--- config.mk ---
export PLATFORM = sky130hd
export DESIGN_NAME = gpc_port
export DESIGN_NICKNAME = d
export VERILOG_FILES = /design/src/design/gpc_port.v
export VERILOG_INCLUDE_DIRS = /design/src /design/src/common
export SDC_FILE = /design/constraint.sdc
export NUM_CORES = 1
export LEC_CHECK = 0
export BUFFER_PORTS_ARGS = -buffer_cell sky130_fd_sc_hd__buf_2
export CAP_MARGIN = 5
export CORE_MARGIN = 2
export CORE_UTILIZATION = 55
export CTS_CLUSTER_DIAMETER = 150
export CTS_CLUSTER_SIZE = 16
export DETAILED_ROUTE_END_ITERATION = 10
export GPL_TIMING_DRIVEN = 1
export PLACE_DENSITY = 0.78
export SYNTH_ARGS = -nofsm -noshare
export SYNTH_HDL_FRONTEND = slang
export SYNTH_SLANG_ARGS = --single-unit
--- constraint.sdc ---
create_clock -name clock -period 1.5 [get_ports clock]
set_input_delay 0.075 -clock clock [delete_from_list [all_inputs] [get_ports clock]]
set_output_delay 0.075 -clock clock [all_outputs]
set_load 0.005 [all_outputs]
--- src/common/gpc_defs.vh ---
// register offsets, field positions, reset values of the change-interrupt port
`ifndef GPC_DEFS_VH
`define GPC_DEFS_VH
`define GPC_ADDR_W        4
`define GPC_OFS_PINS      4'h0
`define GPC_OFS_LATCH     4'h1
`define GPC_OFS_DIR       4'h2
`define GPC_OFS_PULLUP    4'h3
`define GPC_OFS_IRQ_CTL2  4'h4
`define GPC_OFS_IRQ_CTL1  4'h5
`define GPC_OFS_CHG_EN    4'h6
`define GPC_OFS_ANALOG    4'h7
`define GPC_OFS_MOVE_SRC  4'h8
`define GPC_BIT_PU_DIS    7
`define GPC_BIT_CHG_FLAG  0
`define GPC_BIT_CHG_GEN   3
`define GPC_RST_DIR       8'hFF
`define GPC_RST_LATCH     8'h00
`define GPC_RST_PULLUP    8'h00
`define GPC_RST_CHG_EN    4'h0
`define GPC_RST_CHG_GEN   1'h0
`define GPC_RST_FLAG      1'h0
`define GPC_RST_MOVE      1'h0
`define GPC_RST_SNAP      4'h0
`define GPC_RST_PU_DIS    1'h1
`define GPC_ANA_ON        5'h1F
`define GPC_ANA_OFF       5'h00
`endif

--- src/design/gpc_port.v ---
// eight-pin bidirectional port with pull-ups and change interrupt
//
// Summary of operation
// - eight bidirectional pins, each with direction, latch and input path
// - direction bit one turns the pin driver off
// - direction bit zero drives the latch bit onto the pin
// - latch register has its own address and reads back latched values
// - pull-up on only when per-pin enable set and global disable clear
// - global disable turns all pull-ups off
// - pull-up forced off while the pin is an output
// - pull-ups disabled after power-on reset
// - pins 4..0 analog reading zero, pins 7..5 digital after power-on
// - analog-default select one makes pins 4..0 digital at power-on
// - only pins 7..4 have change interrupt, each with own enable
// - global change enable gates every change request
// - output pins excluded from the change comparison
// - enabled pins compared against snapshot from last port access
// - mismatches ORed together set the change flag
// - pending change request wakes device from sleep and idle
// - port access ends mismatch, except memory-to-memory move
// - flag set again while a mismatch persists
// - snapshot survives reset-pin and brown-out resets
// - change coinciding with a port read still sets the flag
`timescale 1ns/1ns
`include "gpc_defs.vh"

module gpc_port (
  input  wire                   clock,
  input  wire                   reset_n,
  input  wire                   por_n,
  input  wire                   por_analog_default_select,
  input  wire [`GPC_ADDR_W-1:0] addr,
  input  wire [7:0]             wdata,
  input  wire                   wr,
  input  wire                   rd,
  output reg  [7:0]             rdata,
  input  wire [7:0]             pin_in,
  output reg  [7:0]             pin_out,
  output reg  [7:0]             pin_oe,
  output reg  [7:0]             pullup_on,
  output reg                    change_irq_req,
  output reg                    wake_req
);

////////////////////////////////////////////////////////////////////////////////
// registers
reg [7:0] pin_direction_bits_r;
reg [7:0] output_latch_bits_r;
reg [7:0] pullup_enable_bits_r;
reg       pullup_global_disable_r;
reg [3:0] change_irq_enable_bits_r;
reg       change_irq_global_enable_r;
reg       change_irq_flag_r;
reg [4:0] analog_select_high_r;
reg       move_src_r;
reg [7:0] sync1_r;
reg [7:0] sync2_r;
reg [7:0] sync3_r;
reg [7:0] pins_r;
reg [3:0] snapshot_r;
reg       strap_pending_r;
reg [7:0] output_latch_bits_nxt;
reg [7:0] pin_direction_bits_nxt;
reg [7:0] pullup_enable_bits_nxt;
reg       pullup_global_disable_nxt;
reg [3:0] change_irq_enable_bits_nxt;
reg       change_irq_global_enable_nxt;
reg       change_irq_flag_nxt;
reg       move_src_nxt;
reg [7:0] rdata_nxt;
reg [3:0] snapshot_nxt;
reg [4:0] analog_select_high_nxt;

////////////////////////////////////////////////////////////////////////////////
// helpers
function hit;
  input [`GPC_ADDR_W-1:0] a;
  input [`GPC_ADDR_W-1:0] ofs;
  input                   strobe;
  begin
    hit = strobe && (a == ofs);
  end
endfunction

// agreeing second and third stages replace the filtered value
function [7:0] settle;
  input [7:0] s2;
  input [7:0] s3;
  input [7:0] held;
  begin
    settle = (s2 & s3) | (held & (s2 ^ s3));
  end
endfunction

////////////////////////////////////////////////////////////////////////////////
// input synchroniser and change detect
// a bit updates only when second and third stage agree
wire [7:0] pins_nxt = settle(sync2_r, sync3_r, pins_r);

always @(posedge clock or negedge reset_n) begin
  if (!reset_n) begin
    sync1_r <= 8'h00;
    sync2_r <= 8'h00;
    sync3_r <= 8'h00;
  end else begin
    sync1_r <= pin_in;
    sync2_r <= sync1_r;
    sync3_r <= sync2_r;
  end
end

always @(posedge clock or negedge reset_n) begin
  if (!reset_n) begin
    pins_r <= 8'h00;
  end else begin
    pins_r <= pins_nxt;
  end
end

// digital read path: analog-selected pins read zero
wire [7:0] digital_pins = pins_r & ~{3'h0, analog_select_high_r};

wire port_access = (hit(addr, `GPC_OFS_PINS, rd) || hit(addr, `GPC_OFS_PINS, wr))
                   && !move_src_r;
wire [3:0] mismatch = (digital_pins[7:4] ^ snapshot_r)
                      & change_irq_enable_bits_r
                      & pin_direction_bits_r[7:4];
wire any_mismatch = |mismatch;

always @* begin
  snapshot_nxt = snapshot_r;
  if (port_access) begin
    snapshot_nxt = digital_pins[7:4];
  end
end

// snapshot only cleared on power-on, kept across reset-pin and brown-out
always @(posedge clock or negedge por_n) begin
  if (!por_n) begin
    snapshot_r <= `GPC_RST_SNAP;
  end else begin
    snapshot_r <= snapshot_nxt;
  end
end

////////////////////////////////////////////////////////////////////////////////
// control registers
wire wr_pins   = hit(addr, `GPC_OFS_PINS, wr);
wire wr_latch  = hit(addr, `GPC_OFS_LATCH, wr);
wire wr_dir    = hit(addr, `GPC_OFS_DIR, wr);
wire wr_pullup = hit(addr, `GPC_OFS_PULLUP, wr);
wire wr_ctl2   = hit(addr, `GPC_OFS_IRQ_CTL2, wr);
wire wr_ctl1   = hit(addr, `GPC_OFS_IRQ_CTL1, wr);
wire wr_chg_en = hit(addr, `GPC_OFS_CHG_EN, wr);
wire wr_analog = hit(addr, `GPC_OFS_ANALOG, wr);
wire wr_move   = hit(addr, `GPC_OFS_MOVE_SRC, wr);

// port address and latch address both land in the latch
always @* begin
  output_latch_bits_nxt = output_latch_bits_r;
  if (wr_pins || wr_latch) begin
    output_latch_bits_nxt = wdata;
  end
end

always @* begin
  pin_direction_bits_nxt = pin_direction_bits_r;
  if (wr_dir) begin
    pin_direction_bits_nxt = wdata;
  end
end

always @* begin
  pullup_enable_bits_nxt = pullup_enable_bits_r;
  if (wr_pullup) begin
    pullup_enable_bits_nxt = wdata;
  end
end

always @* begin
  pullup_global_disable_nxt = pullup_global_disable_r;
  if (wr_ctl2) begin
    pullup_global_disable_nxt = wdata[`GPC_BIT_PU_DIS];
  end
end

always @* begin
  change_irq_enable_bits_nxt = change_irq_enable_bits_r;
  if (wr_chg_en) begin
    change_irq_enable_bits_nxt = wdata[7:4];
  end
end

always @* begin
  change_irq_global_enable_nxt = change_irq_global_enable_r;
  if (wr_ctl1) begin
    change_irq_global_enable_nxt = wdata[`GPC_BIT_CHG_GEN];
  end
end

always @* begin
  move_src_nxt = move_src_r;
  if (wr_move) begin
    move_src_nxt = wdata[0];
  end
end

// set wins over the software clear
always @* begin
  change_irq_flag_nxt = change_irq_flag_r;
  if (any_mismatch) begin
    change_irq_flag_nxt = 1'h1;
  end else if (wr_ctl1) begin
    change_irq_flag_nxt = wdata[`GPC_BIT_CHG_FLAG];
  end
end

always @(posedge clock or negedge reset_n) begin
  if (!reset_n) begin
    output_latch_bits_r <= `GPC_RST_LATCH;
  end else begin
    output_latch_bits_r <= output_latch_bits_nxt;
  end
end

always @(posedge clock or negedge reset_n) begin
  if (!reset_n) begin
    pin_direction_bits_r <= `GPC_RST_DIR;
  end else begin
    pin_direction_bits_r <= pin_direction_bits_nxt;
  end
end

always @(posedge clock or negedge reset_n) begin
  if (!reset_n) begin
    pullup_enable_bits_r <= `GPC_RST_PULLUP;
  end else begin
    pullup_enable_bits_r <= pullup_enable_bits_nxt;
  end
end

always @(posedge clock or negedge reset_n) begin
  if (!reset_n) begin
    pullup_global_disable_r <= `GPC_RST_PU_DIS;
  end else begin
    pullup_global_disable_r <= pullup_global_disable_nxt;
  end
end

always @(posedge clock or negedge reset_n) begin
  if (!reset_n) begin
    change_irq_enable_bits_r <= `GPC_RST_CHG_EN;
  end else begin
    change_irq_enable_bits_r <= change_irq_enable_bits_nxt;
  end
end

always @(posedge clock or negedge reset_n) begin
  if (!reset_n) begin
    change_irq_global_enable_r <= `GPC_RST_CHG_GEN;
  end else begin
    change_irq_global_enable_r <= change_irq_global_enable_nxt;
  end
end

always @(posedge clock or negedge reset_n) begin
  if (!reset_n) begin
    change_irq_flag_r <= `GPC_RST_FLAG;
  end else begin
    change_irq_flag_r <= change_irq_flag_nxt;
  end
end

always @(posedge clock or negedge reset_n) begin
  if (!reset_n) begin
    move_src_r <= `GPC_RST_MOVE;
  end else begin
    move_src_r <= move_src_nxt;
  end
end

// analog select loaded from strap only on power-on, after release
always @* begin
  analog_select_high_nxt = analog_select_high_r;
  if (strap_pending_r) begin
    analog_select_high_nxt = por_analog_default_select ? `GPC_ANA_OFF : `GPC_ANA_ON;
  end else if (wr_analog) begin
    analog_select_high_nxt = wdata[4:0];
  end
end

always @(posedge clock or negedge por_n) begin
  if (!por_n) begin
    strap_pending_r      <= 1'h1;
    analog_select_high_r <= `GPC_ANA_ON;
  end else begin
    strap_pending_r      <= 1'h0;
    analog_select_high_r <= analog_select_high_nxt;
  end
end

////////////////////////////////////////////////////////////////////////////////
// read data and pin outputs
always @* begin
  rdata_nxt = 8'h00;
  if (rd) begin
    case (addr)
      `GPC_OFS_PINS:     rdata_nxt = digital_pins;
      `GPC_OFS_LATCH:    rdata_nxt = output_latch_bits_r;
      `GPC_OFS_DIR:      rdata_nxt = pin_direction_bits_r;
      `GPC_OFS_PULLUP:   rdata_nxt = pullup_enable_bits_r;
      `GPC_OFS_IRQ_CTL2: rdata_nxt = {pullup_global_disable_r, 7'h00};
      `GPC_OFS_IRQ_CTL1: rdata_nxt = {4'h0, change_irq_global_enable_r, 2'h0,
                                      change_irq_flag_r};
      `GPC_OFS_CHG_EN:   rdata_nxt = {change_irq_enable_bits_r, 4'h0};
      `GPC_OFS_ANALOG:   rdata_nxt = {3'h0, analog_select_high_r};
      `GPC_OFS_MOVE_SRC: rdata_nxt = {7'h00, move_src_r};
      default:           rdata_nxt = 8'h00;
    endcase
  end
end

wire [7:0] pullup_on_nxt = pullup_enable_bits_r & pin_direction_bits_r
                           & {8{~pullup_global_disable_r}};
wire       change_pending = change_irq_flag_r & change_irq_global_enable_r;

always @(posedge clock or negedge reset_n) begin
  if (!reset_n) begin
    rdata <= 8'h00;
  end else begin
    rdata <= rdata_nxt;
  end
end

always @(posedge clock or negedge reset_n) begin
  if (!reset_n) begin
    pin_out <= 8'h00;
  end else begin
    pin_out <= output_latch_bits_r;
  end
end

always @(posedge clock or negedge reset_n) begin
  if (!reset_n) begin
    pin_oe <= 8'h00;
  end else begin
    pin_oe <= ~pin_direction_bits_r;
  end
end

always @(posedge clock or negedge reset_n) begin
  if (!reset_n) begin
    pullup_on <= 8'h00;
  end else begin
    pullup_on <= pullup_on_nxt;
  end
end

always @(posedge clock or negedge reset_n) begin
  if (!reset_n) begin
    change_irq_req <= 1'h0;
  end else begin
    change_irq_req <= change_pending;
  end
end

always @(posedge clock or negedge reset_n) begin
  if (!reset_n) begin
    wake_req <= 1'h0;
  end else begin
    wake_req <= change_pending;
  end
end

endmodule

==> impl_results.md <==
* Post-Route WL at 7725 um
* Final Hold Fails at 0
* Synth Area per Inst at 14.18 um^2
* Simple-Gate Fraction of Synth Area at 8.010%
* Reg clk slew, reported paths at around 0.090 ns
* Nets at 414
* Die Width at 90.92 um
* Global Route Usage Sum at 20.01%
* Register area share after synthesis at 64.89%
* Largest area contributor in the netlist: dfrtp_1
* Internal power at 4906 uW
* CP arrival at 1.59 ns
* Max Freq at 0.7441 GHz
* DR vias/cell at roughly 5.3
* Routability cong. at about 0.87
* Initial antenna violation count at 0
* Ys async rst share at 100.0%
* Distinct cells, synth at 49
* Kind of critical path: primary input to flip-flop
* Fin Hold WS at 0.01963 ns
* Clock network power share at around 29%
* Final Non-Filler Cells at 484
* Clk buf depth at 2
* Critical Path Sink Type: flip-flop
* Main combinational cell family by area after synthesis: multiplexers
* Remaining antenna violation count after routing at 0
* Worst-skew pair later-pin latency at 0.36 ns
* # clock sinks at 107
* Primary FF master, synth: dfrtp_1
* Synth Register Bits at approximately 110
* DRT Pass-1 Iters at 4
* Syn Nets at 327
* Slew Viols, Final at 0
* Cell Rows at 31
* Proportion of synthesized area in mux cells at approximately 13%
* Psw at around 1600 uW
* Core area at 7292 um^2
* Number of buffers created by CTS at 9
* Setup Total Neg Slack at 0 ns
* Root buffer cell: clkbuf_8
* Seq pwr share at 55.8%
* Die area at 8266 um^2
* Syn Inst Count at 293
* Synth Area in XOR/XNOR at less than 1%
* Critical Path Fanout Max at 4
* Global route overflow at 0
* Synth Area in Compound Gates at 7.407%
* Synth Warn # at 0
* Worst VDD drop at 0.7706 mV
* Ant. Diodes at 0
* H-tree depth at 3
* Largest cells by area after synthesis: dfrtp_1 55%, dfstp_2 9.5%, mux2_2 9.2%, ha_1 2.4%, nor2_1 1.5%
* Worst Skew at 0.01148 ns
* Top cell type's share of synthesized area at 55.40%
* CTS tree: yes
* Largest net degree at the start of global routing at 37
* Final min period at 1.344 ns
* RSZ-0062 raised after global routing: no
* First-pass GRT wire length at 12750 um
* Static leakage at 0.002363 uW
* I/O Buffers at 59
* WP data required at 1.75 ns
* Routed WL per cell at 15.96 um
* Period utilisation layout at 89.59%
* Post-synthesis cell area at 4155 um^2
* Combinational share of power at 15.6%
* DRC at 0
* Crit start category: primary input
* Vias in the first global route at approximately 2600
* Pwr dens at 1312 nW/um^2
* Dpl cells at between 400 and 500
* DP HPWL at 5473 um
* Total power at 6549 uW
* P&R area growth vs syn at 20.11%
* Hold crit path type: primary input to flip-flop
* Slew headroom at 65.74%
* Setup violations, final at 0
* Net switching fraction of the power at between 20 and 30%
* Top Ports at 60
* Synth Area in Adders at roughly 2.4%
* Initial Util at 56.98%
* Final Util at 68.45%
* Die height at 90.92 um
* Slew @ Worst Pin at approximately 0.51 ns
* EDFF count, synth at 0
* Initial drt markers at 97
* Fraction of layout cells with a size suffix above 1 at 39.48%
* Max-Cap Viols at 0
* Status: finished clean
* Vias at 2548
cell usage in the layout, fill, tap and decap left out, types with 4 or more instances in the layout:
cell and n:
buf_4 13, a21oi_1 8, clkbuf_8 9, dfrtp_1 92, nor2_1 17, dfstp_2 15, ha_1 8, a21o_1 8
a22oi_1 5, buf_2 58, nor3b_1 4, dlygate4sd3_1 15, mux2_2 34, a31oi_1 4, inv_1 10, mux2_4 4
nand2_1 16, o21ai_0 6, nand3_1 7, mux2i_1 6
state kept, by name, summed over array words and instances, names as in the netlist, 4 cells and up:
register,cells
pin_direction_bits_r,8
pullup_on,8
snapshot_r,4
sync2_r,8
sync3_r,8
output_latch_bits_r,8
change_irq_enable_bits_r,4
pin_oe,8
pullup_enable_bits_r,8
rdata,8
analog_select_high_r,5
pin_out,8
pins_r,8
sync1_r,8
power groups by stage:
stage	clock, uW	sequential [uW]	combinational, uW
floorplan	0	3650	600
detailed placement	0	3700	999
global placement	0	3690	962
global route	2050	3710	1120
finish	1870	3650	1020
CTS	1930	3650	1030
logic make-up (layout without fill, tap and decap cells):
| group | Yosys count | count (layout) |
|---|---|---|
| flops | 107 | 107 |
| simple gates | 61 | 61 |
| mux | 47 | 47 |
| compound gates | 43 | 43 |
| buf+inv | 22 | 114 |
| fa+ha+maj | 8 | 8 |
| xor+xnor | 4 | 4 |
| other cells | 1 | 1 |
cell usage after synthesis (2+ instances only):
cell type  number
buf_2           6
nor2_4          2
mux4_2          2
a21o_1          8
xor2_1          2
ha_1            8
mux2_4          4
nand3_1         7
nor3b_1         4
nor2_1         17
o21ai_0         6
and2_1          2
dfrtp_1        92
nand2_1        16
buf_4           2
nor2b_1         2
a22o_1          2
a31oi_1         4
xnor2_1         2
inv_1          10
mux2_2         34
buf_6           3
dfstp_2        15
a21oi_1         8
mux2i_1         6
a22oi_1         5
o22ai_1         2
timing repair:
action | in CTS | in global routing
hold endpoints to repair | 109 | 0
resized for setup | 0 | 0
hold buffers | 15 | 0
buffers inserted | 0 | 0
layer usage:
layer  part of all wire, %  track usage, %  vias up
met3                   5.3           4.591       14
met1                    42           26.19     1261
met5                     0               0        -
met4                   1.4           7.576        0
met2                    51           32.78       69
li1                      -               -     1204
cell type report:
cell class	instances	area, um^2
clock inverters	5	85.08
multi-input cells	164	1339
flip-flops and latches	107	2696
repair buffers	88	578.1
inverters	10	37.54
clock buffers	11	131.4
well taps	99	123.9
fillers	550	2301
worst paths after layout:
path                       slack (ns)                                      end                 startpoint  depth (start not counted)
max in group asynchronous        0.74      pin_direction_bits_r[0]$_DFFE_PN1P_                    reset_n                          3
setup reg to reg                 0.20      analog_select_high_r[4]$_DFFE_PN1P_  strap_pending_r$_DFF_PN1_                          4
hold / removal                   0.02  change_irq_enable_bits_r[3]$_DFFE_PN0P_                   wdata[7]                          2
hold reg to reg                  0.36                     sync2_r[2]$_DFF_PN0_       sync1_r[2]$_DFF_PN0_                          0
setup / recovery                 0.16                snapshot_r[0]$_DFFE_PN0P_                         rd                          4
min in group asynchronous        0.11                snapshot_r[0]$_DFFE_PN0P_                      por_n                          2
metrics by stage:
stage / worst slack, ns / instance area (um^2)
after global placement: 0.1439 / 4624
after CTS: 0.1503 / 4991
after global routing: 0.07860 / 4991
after detailed placement: 0.09290 / 4624
final: 0.1562 / 4991
after floorplan: 0.3596 / 4155
worst max-delay path, stage by stage:
cell and delay [ns]:
dlygate4sd3_1 0.53, buf_2 0.14, o211ai_1 0.45, mux2_2 0.40
Note: power is estimated with default switching activity, not from simulation.
